==> config.mk <==
export PLATFORM = sky130hd
export DESIGN_NAME = acgr_top
export DESIGN_NICKNAME = d
export VERILOG_FILES = /design/src/design/acgr_clkdiv.v /design/src/design/acgr_accum.v /design/src/design/acgr_top.v
export VERILOG_INCLUDE_DIRS = /design/src /design/src/design
export SDC_FILE = /design/constraint.sdc
export NUM_CORES = 1
export LEC_CHECK = 0
export BUFFER_PORTS_ARGS = -buffer_cell sky130_fd_sc_hd__buf_2
export CAP_MARGIN = 30
export CORE_ASPECT_RATIO = 1.2
export CORE_MARGIN = 3
export CORE_UTILIZATION = 45
export CTS_CLUSTER_SIZE = 40
export DETAILED_ROUTE_END_ITERATION = 16
export PLACE_DENSITY = 0.67
export SYNTH_ARGS = -nofsm -noshare
export SYNTH_HDL_FRONTEND = slang
export SYNTH_SLANG_ARGS = --single-unit
==> constraint.sdc <==
create_clock -name clock -period 3.6 [get_ports clock]
set_clock_uncertainty 0.2 [all_clocks]
set_input_delay 0.36 -clock clock [delete_from_list [all_inputs] [get_ports clock]]
set_output_delay 0.36 -clock clock [all_outputs]
set_load 0.005 [all_outputs]
==> src/design/acgr_regs.vh <==
// acgr_regs.vh: addresses, field positions, reset values and codes
// for the converter gain and configuration register block.
// assumes: included by bare name from every design file.
`ifndef ACGR_REGS_VH
`define ACGR_REGS_VH
// ---------------------------------------------------------------
// special-function addresses
// ---------------------------------------------------------------
`define ACGR_SFR_INPUT_SELECT  8'hbb
`define ACGR_SFR_CONFIG        8'hbc
`define ACGR_SFR_RESULT_HIGH   8'hbe
`define ACGR_SFR_RESULT_LOW    8'hbd
// ---------------------------------------------------------------
// indirect gain addresses
// ---------------------------------------------------------------
`define ACGR_GAIN_ADDR_HIGH    8'h04
`define ACGR_GAIN_ADDR_LOW     8'h07
`define ACGR_GAIN_ADDR_EXTRA   8'h08
// ---------------------------------------------------------------
// reset values
// ---------------------------------------------------------------
`define ACGR_RST_GAIN_HIGH     8'hfc
`define ACGR_RST_GAIN_LOW      8'h00
`define ACGR_RST_GAIN_EXTRA    8'h01
`define ACGR_RST_INPUT_SELECT  8'h1f
`define ACGR_RST_CONFIG        8'hf8
// ---------------------------------------------------------------
// field positions
// ---------------------------------------------------------------
`define ACGR_CFG_DIV_MSB       7
`define ACGR_CFG_DIV_LSB       3
`define ACGR_CFG_RPT_MSB       2
`define ACGR_CFG_RPT_LSB       1
`define ACGR_CFG_GAIN_WE       0
`define ACGR_MUX_MSB           4
`define ACGR_GAIN_LOW_MSB      7
`define ACGR_GAIN_LOW_LSB      4
`define ACGR_GAIN_EXTRA_BIT    0
// ---------------------------------------------------------------
// input routing codes
// ---------------------------------------------------------------
`define ACGR_MUX_TEMP          5'h18
`define ACGR_MUX_SUPPLY        5'h19
`define ACGR_ROUTE_PIN         2'h0
`define ACGR_ROUTE_TEMP        2'h1
`define ACGR_ROUTE_SUPPLY      2'h2
`define ACGR_ROUTE_GROUND      2'h3
// ---------------------------------------------------------------
// gain arithmetic
// ---------------------------------------------------------------
`define ACGR_GAIN_SHIFT        12
`define ACGR_EXTRA_SHIFT       6
`endif

==> src/design/acgr_clkdiv.v <==
// acgr_clkdiv.v: conversion clock enable, source divided by divider+1.
// assumes: src_tick marks each edge of the selected source clock.
`include "acgr_regs.vh"
module acgr_clkdiv #(
	parameter W = 5
) (
	input  wire         clock,
	input  wire         rst_n,
	input  wire         src_tick,
	input  wire [W-1:0] divider,
	output reg          sar_tick
);
	reg [W-1:0] count_q;
	always @(posedge clock or negedge rst_n) begin
		if (!rst_n) begin
			count_q  <= {W{1'b0}};
			sar_tick <= 1'b0;
		end else begin
			sar_tick <= 1'b0;
			if (src_tick) begin
				if (count_q >= divider) begin // [RULE10]
					count_q  <= {W{1'b0}};
					sar_tick <= 1'b1;
				end else begin
					count_q <= count_q + {{(W-1){1'b0}}, 1'b1};
				end
			end
		end
	end
endmodule // acgr_clkdiv

==> src/design/acgr_accum.v <==
// acgr_accum.v: sums repeated conversion results into one word.
// assumes: sample_valid pulses once per finished single conversion.
`include "acgr_regs.vh"
module acgr_accum #(
	parameter RW = 12,
	parameter AW = 16
) (
	input  wire          clock,
	input  wire          rst_n,
	input  wire          clear,
	input  wire [1:0]    repeat_count,
	input  wire          sample_valid,
	input  wire [RW-1:0] sample,
	output reg  [AW-1:0] sum_out,
	output reg           sum_valid
);
	reg [AW-1:0] acc_q;
	reg [4:0]    n_q;
	reg [4:0]    target;
	always @* begin
		case (repeat_count) // [RULE12]
		2'b00:   target = 5'h01;
		2'b01:   target = 5'h04;
		2'b10:   target = 5'h08;
		default: target = 5'h10;
		endcase
	end
	always @(posedge clock or negedge rst_n) begin
		if (!rst_n) begin
			acc_q     <= {AW{1'b0}};
			n_q       <= 5'h00;
			sum_out   <= {AW{1'b0}};
			sum_valid <= 1'b0;
		end else begin
			sum_valid <= 1'b0;
			if (clear) begin
				acc_q <= {AW{1'b0}};
				n_q   <= 5'h00;
			end else if (sample_valid) begin
				if (n_q + 5'h01 >= target) begin
					// widened sum of all results [RULE13]
					sum_out   <= acc_q + {{(AW-RW){1'b0}}, sample};
					sum_valid <= 1'b1; // [RULE12]
					acc_q     <= {AW{1'b0}};
					n_q       <= 5'h00;
				end else begin
					acc_q <= acc_q + {{(AW-RW){1'b0}}, sample};
					n_q   <= n_q + 5'h01;
				end
			end
		end
	end
endmodule // acgr_accum

==> src/design/acgr_top.v <==
// acgr_top.v: gain, input select and configuration registers of the
// converter, with conversion clock divider and result accumulation.
// assumes: single-cycle sfr write/read strobes, synchronous inputs;
// the analog core reports raw samples and takes the gain settings.
//
// How it works
// RULE1 - gain high register at indirect 0x04 holds gain bits 11 to 4.
// RULE2 - gain low at 0x07 holds gain bits 3..0 in 7..4; low nibble zero.
// RULE3 - extra gain register at 0x08, bit 0 flag, resets to one.
// RULE4 - effective gain is word over 4096, plus 1/64 when flag set.
// RULE5 - with write enable, result high selects address, result low loads.
// RULE6 - software should not convert while gain write enable is set.
// RULE7 - select codes route pins, temperature, supply, else ground.
// RULE8 - input select at 0xbb, top three bits unused, reset 0x1f.
// RULE9 - config at 0xbc: divider, repeat count, write enable; reset 0xf8.
// RULE10 - conversion clock is source divided by divider plus one.
// RULE11 - divider source is system clock, or burst oscillator in burst.
// RULE12 - repeat count gives 1, 4, 8 or 16 summed conversions.
// RULE13 - repeated results appear as their widened sum.
`include "acgr_regs.vh"
module acgr_top #(
	parameter RW = 12,
	parameter AW = 16
) (
	input  wire          clock,
	input  wire          rst_n,
	input  wire [7:0]    sfr_addr,
	input  wire          sfr_wr,
	input  wire [7:0]    sfr_wdata,
	input  wire          sfr_rd,
	output reg  [7:0]    sfr_rdata,
	input  wire          burst_enable,
	input  wire          burst_osc_tick,
	input  wire          conv_clear,
	input  wire          sample_valid,
	input  wire [RW-1:0] sample,
	output wire          sar_tick,
	output wire [11:0]   gain_word,
	output wire          extra_gain_flag,
	output wire [17:0]   gain_scaled,
	output wire [4:0]    input_select_field,
	output reg  [1:0]    input_route,
	output reg  [3:0]    input_pin,
	output wire [AW-1:0] result,
	output wire          result_valid,
	output wire          gain_write_enable
);
	// ---------------------------------------------------------------
	// registers
	// ---------------------------------------------------------------
	reg [7:0]    gain_word_high_q;
	reg [3:0]    gain_word_low_q;
	reg          gain_extra_q;
	reg [4:0]    input_select_q;
	reg [7:0]    converter_config_q;
	reg [7:0]    gain_addr_q;
	reg [AW-1:0] result_q;
	reg          result_valid_q;
	wire [AW-1:0] sum_out;
	wire          sum_valid;
	wire          wr_cfg;
	wire          wr_mux;
	wire          wr_hi;
	wire          wr_lo;
	localparam [7:0] LOW_RST   = `ACGR_RST_GAIN_LOW;
	localparam [7:0] EXTRA_RST = `ACGR_RST_GAIN_EXTRA;
	localparam [7:0] SEL_RST   = `ACGR_RST_INPUT_SELECT;

	assign wr_cfg = sfr_wr && (sfr_addr == `ACGR_SFR_CONFIG);
	assign wr_mux = sfr_wr && (sfr_addr == `ACGR_SFR_INPUT_SELECT);
	assign wr_hi  = sfr_wr && (sfr_addr == `ACGR_SFR_RESULT_HIGH);
	assign wr_lo  = sfr_wr && (sfr_addr == `ACGR_SFR_RESULT_LOW);
	assign gain_write_enable = converter_config_q[`ACGR_CFG_GAIN_WE];

	always @(posedge clock or negedge rst_n) begin
		if (!rst_n) begin
			gain_word_high_q   <= `ACGR_RST_GAIN_HIGH;
			gain_word_low_q    <=
				LOW_RST[`ACGR_GAIN_LOW_MSB:`ACGR_GAIN_LOW_LSB];
			gain_extra_q       <= EXTRA_RST[`ACGR_GAIN_EXTRA_BIT]; // [RULE3]
			input_select_q     <= SEL_RST[`ACGR_MUX_MSB:0]; // [RULE8]
			converter_config_q <= `ACGR_RST_CONFIG; // [RULE9]
			gain_addr_q        <= 8'h00;
		end else begin
			if (wr_cfg) begin
				converter_config_q <= sfr_wdata; // [RULE9]
			end
			if (wr_mux) begin
				input_select_q <= sfr_wdata[`ACGR_MUX_MSB:0]; // [RULE8]
			end
			if (gain_write_enable && wr_hi) begin
				gain_addr_q <= sfr_wdata; // [RULE5]
			end
			if (gain_write_enable && wr_lo) begin
				case (gain_addr_q) // [RULE5]
				`ACGR_GAIN_ADDR_HIGH: begin
					gain_word_high_q <= sfr_wdata; // [RULE1]
				end
				`ACGR_GAIN_ADDR_LOW: begin
					gain_word_low_q <=
						sfr_wdata[`ACGR_GAIN_LOW_MSB:`ACGR_GAIN_LOW_LSB]; // [RULE2]
				end
				`ACGR_GAIN_ADDR_EXTRA: begin
					gain_extra_q <= sfr_wdata[`ACGR_GAIN_EXTRA_BIT]; // [RULE3]
				end
				default: begin
				end
				endcase
			end
		end
	end

	// ---------------------------------------------------------------
	// gain outputs
	// ---------------------------------------------------------------
	assign gain_word       = {gain_word_high_q, gain_word_low_q}; // [RULE1]
	assign extra_gain_flag = gain_extra_q;
	// gain in units of 1/4096: word plus 64 when flag set [RULE4]
	assign gain_scaled = {6'h00, gain_word} +
		{11'h000, gain_extra_q, 6'h00};

	// ---------------------------------------------------------------
	// input routing
	// ---------------------------------------------------------------
	assign input_select_field = input_select_q;
	always @* begin
		input_pin   = input_select_q[3:0];
		input_route = `ACGR_ROUTE_GROUND;
		if (!input_select_q[4]) begin
			input_route = `ACGR_ROUTE_PIN; // [RULE7]
		end else if (input_select_q == `ACGR_MUX_TEMP) begin
			input_route = `ACGR_ROUTE_TEMP; // [RULE7]
		end else if (input_select_q == `ACGR_MUX_SUPPLY) begin
			input_route = `ACGR_ROUTE_SUPPLY; // [RULE7]
		end
	end

	// ---------------------------------------------------------------
	// conversion clock and accumulation
	// ---------------------------------------------------------------
	wire src_tick;
	assign src_tick = burst_enable ? burst_osc_tick : 1'b1; // [RULE11]

	acgr_clkdiv #(
		.W (5)
	) u_div (
		.clock    (clock),
		.rst_n    (rst_n),
		.src_tick (src_tick),
		.divider  (converter_config_q[`ACGR_CFG_DIV_MSB:`ACGR_CFG_DIV_LSB]),
		.sar_tick (sar_tick)
	);

	acgr_accum #(
		.RW (RW),
		.AW (AW)
	) u_acc (
		.clock        (clock),
		.rst_n        (rst_n),
		.clear        (conv_clear),
		.repeat_count (converter_config_q[`ACGR_CFG_RPT_MSB:`ACGR_CFG_RPT_LSB]),
		.sample_valid (sample_valid),
		.sample       (sample),
		.sum_out      (sum_out),
		.sum_valid    (sum_valid)
	);

	// valid pulse marks the cycle the new result stands
	always @(posedge clock or negedge rst_n) begin
		if (!rst_n) begin
			result_q       <= {AW{1'b0}};
			result_valid_q <= 1'b0;
		end else begin
			result_valid_q <= sum_valid; // [RULE12]
			if (sum_valid) begin
				result_q <= sum_out; // [RULE13]
			end
		end
	end
	assign result       = result_q;
	assign result_valid = result_valid_q;

	// ---------------------------------------------------------------
	// read path; gain registers never read back
	// ---------------------------------------------------------------
	always @(posedge clock or negedge rst_n) begin
		if (!rst_n) begin
			sfr_rdata <= 8'h00;
		end else if (sfr_rd) begin
			case (sfr_addr)
			`ACGR_SFR_INPUT_SELECT: sfr_rdata <= {3'b000, input_select_q};
			`ACGR_SFR_CONFIG:       sfr_rdata <= converter_config_q;
			`ACGR_SFR_RESULT_HIGH:  sfr_rdata <= result_q[AW-1:8]; // [RULE5]
			`ACGR_SFR_RESULT_LOW:   sfr_rdata <= result_q[7:0];
			default:                sfr_rdata <= 8'h00;
			endcase
		end
	end
endmodule // acgr_top

==> results of run 1 <==
## layout by cell type (no fill, tap or decap), types with 2 or more instances in the layout
cell and instances:
a211o_1 2, a21o_1 7, a21oi_1 17, a22o_1 14, a22oi_1 5, a31oi_1 4, and3_1 6, buf_2 98
buf_4 6, clkbuf_1 2, clkbuf_16 9, clkbuf_8 2, clkinv_2 2, conb_1 5, dfrtp_1 86, dfstp_2 17
ha_1 25, inv_1 19, mux2_2 56, mux2i_1 8, nand2_1 35, nand2b_1 6, nand3_1 10, nand3b_1 2
nor2_1 15, nor2b_1 7, nor3_1 6, nor3b_1 2, nor4_1 2, nor4b_1 2, o21a_1 2, o21ai_0 28
o21ai_1 3, o22ai_1 9, or3_1 3, xnor2_1 15, xor2_1 7
## layout make-up
| class | instances | area (um2) | area share |
|---|---|---|---|
| clock buffers | 13 | 260 | 0.0422 |
| well taps | 154 | 193 | 0.0313 |
| flip-flops and latches | 103 | 2600 | 0.422 |
| multi-input cells | 320 | 2460 | 0.399 |
| clock inverters | 3 | 17.5 | 0.00284 |
| repair buffers | 106 | 566 | 0.0917 |
| inverters | 19 | 71.3 | 0.0116 |
## timing repair
action,4_1_cts,5_1_grt
endpoints found under the hold margin,86,0
setup endpoints to repair,0,0
hold buffers,1,0
## cell usage after synthesis, types with 2 or more instances
cell / n / area [um2]
nor2b_1: 7 / 43.8
o22ai_1: 9 / 56.3
buf_4: 18 / 135
buf_2: 3 / 15.0
and3_1: 6 / 37.5
o21a_1: 2 / 15.0
o21ai_0: 28 / 140
nand2b_1: 6 / 37.5
nor4b_1: 2 / 17.5
nand2_1: 35 / 131
a22oi_1: 5 / 37.5
nor2_1: 15 / 56.3
a22o_1: 14 / 123
dfrtp_1: 86 / 2150
ha_1: 25 / 313
xnor2_1: 15 / 131
a211o_1: 2 / 17.5
buf_1: 3 / 11.3
inv_1: 19 / 71.3
nand3_1: 10 / 50.1
nor3_1: 6 / 30.0
nor3b_1: 2 / 15.0
xor2_1: 7 / 61.3
a21oi_1: 17 / 85.1
nor4_1: 2 / 12.5
nand3b_1: 2 / 15.0
or3_1: 3 / 18.8
o21ai_1: 3 / 15.0
mux2i_1: 8 / 80.1
mux2_2: 56 / 631
dfstp_2: 17 / 447
a21o_1: 7 / 52.6
a31oi_1: 4 / 25.0
clkbuf_1: 4 / 15.0
## power groups by stage
| stage | combinational (W) | sequential, W | clock [W] |
|---|---|---|---|
| 2_1_floorplan | 0.000254 | 0.00135 | 0 |
| 3_3_place_gp | 0.000388 | 0.00138 | 0 |
| 3_5_place_dp | 0.000400 | 0.00139 | 0 |
| 6_report | 0.000396 | 0.00137 | 0.000924 |
| 4_1_cts | 0.000403 | 0.00137 | 0.000947 |
| 5_1_grt | 0.000453 | 0.00138 | 0.000985 |
## worst paths after layout
| path | start | to | slack (ps) | cells past startpoint |
|---|---|---|---|---|
| max reg2reg | u_acc.n_q[0] | u_acc.sum_out[10] | 550 | 9 |
| max in group asynchronous | rst_n | u_acc.n_q[0] | 2320 | 3 |
| min | sfr_wdata[5] | converter_config_q[5] | 90 | 3 |
| min reg2reg | u_acc.sum_out[15] | u_acc.sum_out[15] | 280 | 2 |
| min in group asynchronous | rst_n | gain_word_high_q[0] | 360 | 3 |
| max | u_acc.n_q[0] | u_acc.sum_out[10] | 550 | 9 |
## metrics by stage
step	std cells	utilization	hold slack (ps)
after floorplan	470	-	-136
after global placement	701	0.523	265
after detailed placement	701	0.523	267
after CTS	718	0.548	86.4
after global routing	718	0.548	91.1
final	718	0.548	92.3
## per-layer routing
metal / up-vias / wire length [um] / part of all wire / track usage
li1: 1844 / - / - / -
met3: 13 / 524 / 0.044 / 0.0316
met5: - / 0 / 0 / 0
met2: 112 / 5970 / 0.51 / 0.323
met4: 0 / 157 / 0.013 / 0.0533
met1: 1884 / 5130 / 0.44 / 0.229
## state kept, by name, summed over array words and instances (netlist names), 8 cells and up
name,flops
sfr_rdata,8
gain_addr_q,8
converter_config_q,8
gain_word_high_q,8
result,16
u_acc.sum_out,16
u_acc.acc_q,16
## cells by family (layout without fill, tap and decap cells)
family,count (synthesis),count (layout),synth area share
compound gates,98,98,0.119
xor+xnor,22,22,0.0364
fa+ha+maj,26,26,0.0629
buf+inv,47,141,0.0468
flops,103,103,0.491
mux,64,64,0.134
other cells,1,5,0.000709
simple gates,105,105,0.108
## critical path: stages, from the launching register on
cell and delay [ps]:
dfrtp_1 430, ha_1 280, xor2_1 160, ha_1 220
nor4b_1 330, o21bai_1 160, a21oi_1 200, or3_1 450
inv_1 200, mux2_2 310
==> run metrics, run 1 <==
status completed; CTS Buf Count 9; Rel. slew slack 0.550; Worst-Skew Late Latency 340 ps; synthesized instance count 466; port bufs 99; Max IR drop VDD 0.189 mV; total negative setup slack 0 ps; RSZ-0062 raised after global routing false; Setup CP Type reg2reg; initial antenna violation count 0; initial core utilization 0.470; count of cell types in the netlist 52; post-synthesis cell area 0.00529 mm2; Die X 105 um; CP arrival between 3000 and 4000 ps; Comb power frac 0.148; Max Root-Sink Buffers 2; asr flop ratio synth 1.00; FP Rows 42; fin. max-slew vios 0; Avg Vias per Cell 5.37; share of power burned in the clock network 0.344; Final Power about 0.0027 W; Psw 0.000722 W; WL final around 12000 um; max frequency around 330 MHz; root buffer cell clkbuf_16; routed len/inst 16.4 um; die area 0.0131 mm2; Pwr Density 436 mW/mm2; #FFs+latches synth around 100; Synth Flop Type dfrtp_1; worst slew pin tran around 670 ps; Startpoint Class flip-flop; Static Leak roughly 3.1 nW; largest net degree at the start of global routing ~100; Tmin final 3050 ps; final setup vio count 0; Area growth, synth to finish 16.5%; I/O pins roughly 110; DR vias 3853; diode count 0; GRT overflow 0; Hold/Removal Path Class in2reg; crit path max fanout 15; total track usage 0.183; Std-Cell Core Area about 0.011 mm2; Setup Buffers After CTS 0; area of placed instances 0.00588 mm2; global-route wire length before repair 19500 um; CTS sink count 103; DR pass1 iterations 5; Reg power frac 0.508; Tcrit/Tclk final 0.848; TritonCTS clock tree done; Pint 0.00196 W; # DRC 0; yosys warns 0; gpl congestion 0.877; WP data required 3630 ps; switching share of power 0.269; final net count roughly 620; vias in the first global route 3794; Max-Cap Viols 0; Post-synth EDFFs 0; share of layout cells above drive strength 1 0.351; kind of end point of the critical path flip-flop; Syn Area/Cell 11.4 um2; number of cells upsized or downsized after cts 0; DP Worst Slack 566 ps; Final WS setup 545 ps; drt first-iter violations roughly 160; final hold vios 0; Clock transition at path regs 70 ps; post-DP HPWL 8820 um; CTS H-tree depth 3; finished layout cell area 0.00616 mm2; fillcell total between 1000 and 1500; sequential element share of the synthesized area 0.491; die height around 120 um; DRT antenna net count 0
Power figures use the tool's default switching activity.
==> inputs of run 2 (changes only) <==
Clock period 3.6 ns to 3.1 ns, I/O delays scaled along.
==> run 2 against run 1 <==
Effect of this change:
- wire length up 0.69%
- highest routed layer unchanged
- critical path depth is the same
- register-to-register slack worse by 290 ps
- critical path type unchanged
- die area unchanged
- hold slack worse by 69 ps
- global-route usage grew 0.63 points
- core utilization increased by 0.68 points
- clock power increased by 32%
- sequential share of layout area is 0.52 points lower
- cell count is 0.14% higher
- via count fell by 0.39%
==> run metrics, run 2 (synthesized netlist as in run 1, its figures left out) <==
Setup CP Type reg2reg; DR pass1 iterations 4; final setup vio count 0; vias in the first global route 3876; most numerous cell on the critical path ha_1; Avg Vias per Cell 5.34; final net count 622; max frequency between 300 and 400 MHz; most common cell after layout, fill and taps aside buf_2; TritonCTS clock tree done; Max IR drop VDD 0.266 mV; Static Leak 3.11 nW; Clock transition at path regs about 70 ps; total track usage 0.189; Worst R2R Start u_acc.n_q[0]; # DRC 0; CTS H-tree depth 3; reg-to-reg endpoint u_acc.sum_out[10]; Setup Buffers After CTS 0; Worst-Skew Late Latency around 350 ps; diode count 0; CTS Buf Count 9; worst slew pin tran 831 ps; Worst Hold Depth 3; end of the worst hold path converter_config_q[5]; crit path max fanout 5; Tmin final ~2800 ps; Max-Cap Viols 0; CP bufs+invs 1; Startpoint Class flip-flop; die area approximately 0.013 mm2; Tcrit/Tclk final 0.916; DR vias between 3000 and 4000; GRT overflow 0; FP Rows 42; total negative setup slack 0 ps; CP max stage cell dfrtp_1; gpl congestion 0.829; WHS between 20 and 25 ps; r2r setup slk between 200 and 300 ps; kind of end point of the critical path flip-flop; Hold/Removal Path Class in2reg; die height 125 um; Worst path max stage delay 420 ps; WL final 11900 um; status completed; Max Root-Sink Buffers 2; Std-Cell Core Area 0.0112 mm2; port bufs 99; Rel. slew slack 0.446; drt first-iter violations 206; CP delay by family, top adder cells; WP data required 3130 ps; final hold vios 0; Area growth, synth to finish 18.0%; post-DP HPWL around 9000 um; share of layout cells above drive strength 1 0.354; CP arrival roughly 2900 ps; largest net degree at the start of global routing 65; global-route wire length before repair 20000 um; RSZ-0062 raised after global routing false; DRT antenna net count 0; CTS sink count just over 100; fillcell total 985; Reg2Reg Depth 9; initial core utilization 0.470; Pwr Density roughly 520 mW/mm2; Die X 105 um; Worst Hold Launch sfr_wdata[5]; crit-path cells ha_1 > xor2_1 > ha_1 > o21ai_0 > o21bai_1 > a21oi_1 > or3_1 > inv_1 > mux2_2; initial antenna violation count 0; root buffer cell clkbuf_16; fin. max-slew vios 0; routed len/inst 16.5 um; commonest cells after routing, fill and taps aside 98 x buf_2, 86 x dfrtp_1, 56 x mux2_2; I/O pins 105
## run 2: cell count changes in the layout (fill, tap and decap cells not counted)
| cell | before | now |
|---|---|---|
| a2111oi_4 | 0 | 1 |
| a2111oi_2 | 1 | 0 |
| buf_12 | 1 | 2 |
| clkinv_4 | 0 | 1 |
| clkbuf_1 | 2 | 1 |
| clkinv_2 | 2 | 0 |
| bufinv_16 | 0 | 2 |
| inv_6 | 0 | 1 |
| clkbuf_8 | 2 | 0 |
| clkinvlp_4 | 1 | 2 |
## run 2: worst max path at each step
stage,depth (start not counted),endpoint,start
2_1_floorplan,9,u_acc.sum_out[0],u_acc.n_q[0]
3_3_place_gp,10,u_acc.n_q[2],u_acc.n_q[0]
3_5_place_dp,10,u_acc.n_q[2],u_acc.n_q[0]
4_1_cts,10,u_acc.n_q[2],u_acc.n_q[0]
5_1_grt,9,u_acc.sum_out[6],u_acc.n_q[0]
6_report,9,u_acc.sum_out[10],u_acc.n_q[0]
## run 2: timing repair
action,in CTS,in global routing
endpoints found under the setup margin,0,4
gates resized for setup,0,1
endpoints found under the hold margin,46,0
hold buffers,1,0
## run 2: per-stage QoR
step | std cells | total power [W] | cell area (um2) | utilization | setup WS [ps]
after floorplan | 470 | 0.00187 | 5310 | - | 565
after global placement | 702 | 0.00206 | 5900 | 0.524 | 365
after detailed placement | 702 | 0.00208 | 5900 | 0.524 | 292
after CTS | 719 | 0.00331 | 6230 | 0.554 | 224
after global routing | 719 | 0.00344 | 6240 | 0.555 | 4.71
final | 719 | 0.00327 | 6240 | 0.555 | 260
## run 2: metal layers
metal  GRT usage  up-vias  wire (um)
met5           0        -          0
li1            -     1858          -
met3      0.0295       10        475
met2       0.330      101       6040
met4      0.0610        0        169
met1       0.240     1869       5180
## run 2: tightest hold or removal path, cell delays in order
cell     delay, ps
buf_2          130
nand2_1         50
o21ai_0         70
## run 2: final cells by class
type	instances	area, um2	area share
flip-flops and latches	103	2600	0.416
inverters	19	71.3	0.0114
multi-input cells	320	2470	0.396
repair buffers	107	586	0.0938
clock inverters	6	92.6	0.0148
clock buffers	10	229	0.0367
well taps	154	193	0.0309
## run 2: where the power goes
group | internal, W | switching, W
logic | 0.000231 | 0.000235
clock network | 0.000712 | 0.000504
registers | 0.00147 | 0.000124
==> inputs of run 3 (changes only) <==
Settings changed: CORE_ASPECT_RATIO 1.2 to 0.6.
==> run 3 against run 2 <==
Effect of this change:
- clock power down 15%
- count of clock-buffer cells in the layout up 1
- largest cell class unchanged
- global-route usage up 1.0 points
- register-to-register slack worse by 160 ps
- worst setup slack worse by 160 ps
==> run metrics, run 3 (synthesized netlist as in run 1, its figures left out) <==
status completed; CTS H-tree depth 3; Worst-Skew Late Latency 340 ps; Die X 146 um; reg-to-reg endpoint u_acc.sum_out[6]; area of placed instances 0.00589 mm2; port bufs 99; root buffer cell clkbuf_16; post-DP HPWL 9920 um; Reg2Reg Depth 9; TritonCTS clock tree done; I/O pins roughly 110; DR vias 3939; finished layout cell area between 0.006 and 0.007 mm2; CTS Buf Count 9; CTS sink count 103; Worst Hold Launch sfr_wdata[6]; CP arrival 3030 ps; Worst R2R Start u_acc.n_q[0]; Avg Vias per Cell 5.46; Max Root-Sink Buffers 2; gpl congestion 0.883; Tcrit/Tclk final 0.967; Rel. slew slack 0.513; crit-path cells ha_1 > xor2_1 > ha_1 > nor4b_2 > o21bai_1 > a21oi_1 > or3_1 > buf_4 > mux2_2; final setup vio count 0; fin. max-slew vios 0; Max IR drop VDD around 0.37 mV; Worst path max stage delay around 430 ps; Setup CP Type reg2reg; CP max stage cell dfrtp_1; WL final 12900 um; initial core utilization 0.481; WP data required 3130 ps; initial antenna violation count 0; die area 0.0131 mm2; Pwr Density 500 mW/mm2; crit path max fanout 15; global-route wire length before repair ~21000 um; commonest cells after routing, fill and taps aside 98 x buf_2, 86 x dfrtp_1, 56 x mux2_2; DR pass1 iterations 5; vias in the first global route 3857; routed len/inst about 18 um; end of the worst hold path converter_config_q[6]; total track usage 0.200; r2r setup slk 100 ps; CP delay by family, top simple AND/OR/NAND/NOR gates; die height ~90 um; Worst Hold Depth 3; largest net degree at the start of global routing 55; DP Worst Slack 133 ps; FP Rows 29; final hold vios 0; # DRC 0; Std-Cell Core Area 0.0110 mm2; CP bufs+invs 1; diode count 0; Final WS setup 102 ps; Max-Cap Viols 0; worst slew pin tran 731 ps; most numerous cell on the critical path ha_1; Hold/Removal Path Class in2reg; final net count 623; Tmin final 3000 ps; kind of end point of the critical path flip-flop; most common cell after layout, fill and taps aside buf_2; DRT antenna net count 0; total negative setup slack 0 ps; RSZ-0062 raised after global routing false; Static Leak 3.09 nW; drt first-iter violations 264; Startpoint Class flip-flop; WHS around 13 ps; Area growth, synth to finish 17.0%; max frequency around 330 MHz; GRT overflow 0; Clock transition at path regs 70 ps; Util after Layout 0.563; share of layout cells above drive strength 1 0.355
-- run 3: changes by cell type in the layout (fill, tap and decap cells not counted), sizes merged --
| cell | change |
|---|---|
| clkinv | +3 |
| buf | +1 |
| clkbuf | +1 |
| inv | -1 |
| bufinv | -2 |
| clkinvlp | -1 |
-- run 3: layout make-up --
cell class | instances | area (um2)
fillers | 950 | 4800
flip-flops and latches | 103 | 2600
multi-input cells | 320 | 2480
repair buffers | 108 | 581
clock buffers | 11 | 233
well taps | 155 | 194
inverters | 19 | 71.3
clock inverters | 5 | 35.0
-- run 3: how the worst max path moves through the flow --
stage | startpoint | endpoint | slack, ps | cells after the start
2_1_floorplan | u_acc.n_q[0] | u_acc.sum_out[0] | 570 | 9
3_3_place_gp | u_acc.n_q[0] | u_acc.n_q[2] | 350 | 10
3_5_place_dp | u_acc.n_q[0] | u_acc.sum_out[6] | 130 | 9
4_1_cts | u_acc.n_q[0] | u_acc.sum_out[6] | 80 | 9
5_1_grt | u_acc.n_q[0] | u_acc.sum_out[6] | 20 | 9
6_report | u_acc.n_q[0] | u_acc.sum_out[6] | 100 | 9
-- run 3: worst reg2reg max path: cells and delay by family, from the launching register on --
kind / cells / cell delay [ps]
and+or+nand+nor: 2 / 560
adders and majority gates: 2 / 530
DFF: 1 / 430
AOI/OAI and AO/OA: 2 / 370
muxes: 1 / 360
buffers and inverters: 1 / 250
xor gates and xnor gates: 1 / 180
-- run 3: repair_timing --
item / 4_1_cts / 5_1_grt
hold buffers: 1 / 0
endpoints found under the hold margin: 35 / 0
endpoints found under the setup margin: 0 / 11
gates resized for setup: 0 / 2
buffers inserted: 0 / 0
-- run 3: per-layer routing --
layer | global-route usage | routed length, um
met1 | 0.310 | 6470
met3 | 0.0492 | 753
met2 | 0.279 | 5590
met5 | 0 | 0
met4 | 0.0469 | 127
-- run 3: report_power, final --
| group | switching [W] | internal, W | total (W) |
|---|---|---|---|
| clock network | 0.000491 | 0.000545 | 0.00104 |
| logic | 0.000236 | 0.000229 | 0.000465 |
| registers | 0.000128 | 0.00147 | 0.00159 |
-- run 3: through the flow --
step / power, W / cells
floorplan: 0.00187 / 470
global placement: 0.00206 / 704
detailed placement: 0.00208 / 704
CTS: 0.00313 / 721
global route: 0.00326 / 721
finish: 0.00310 / 721
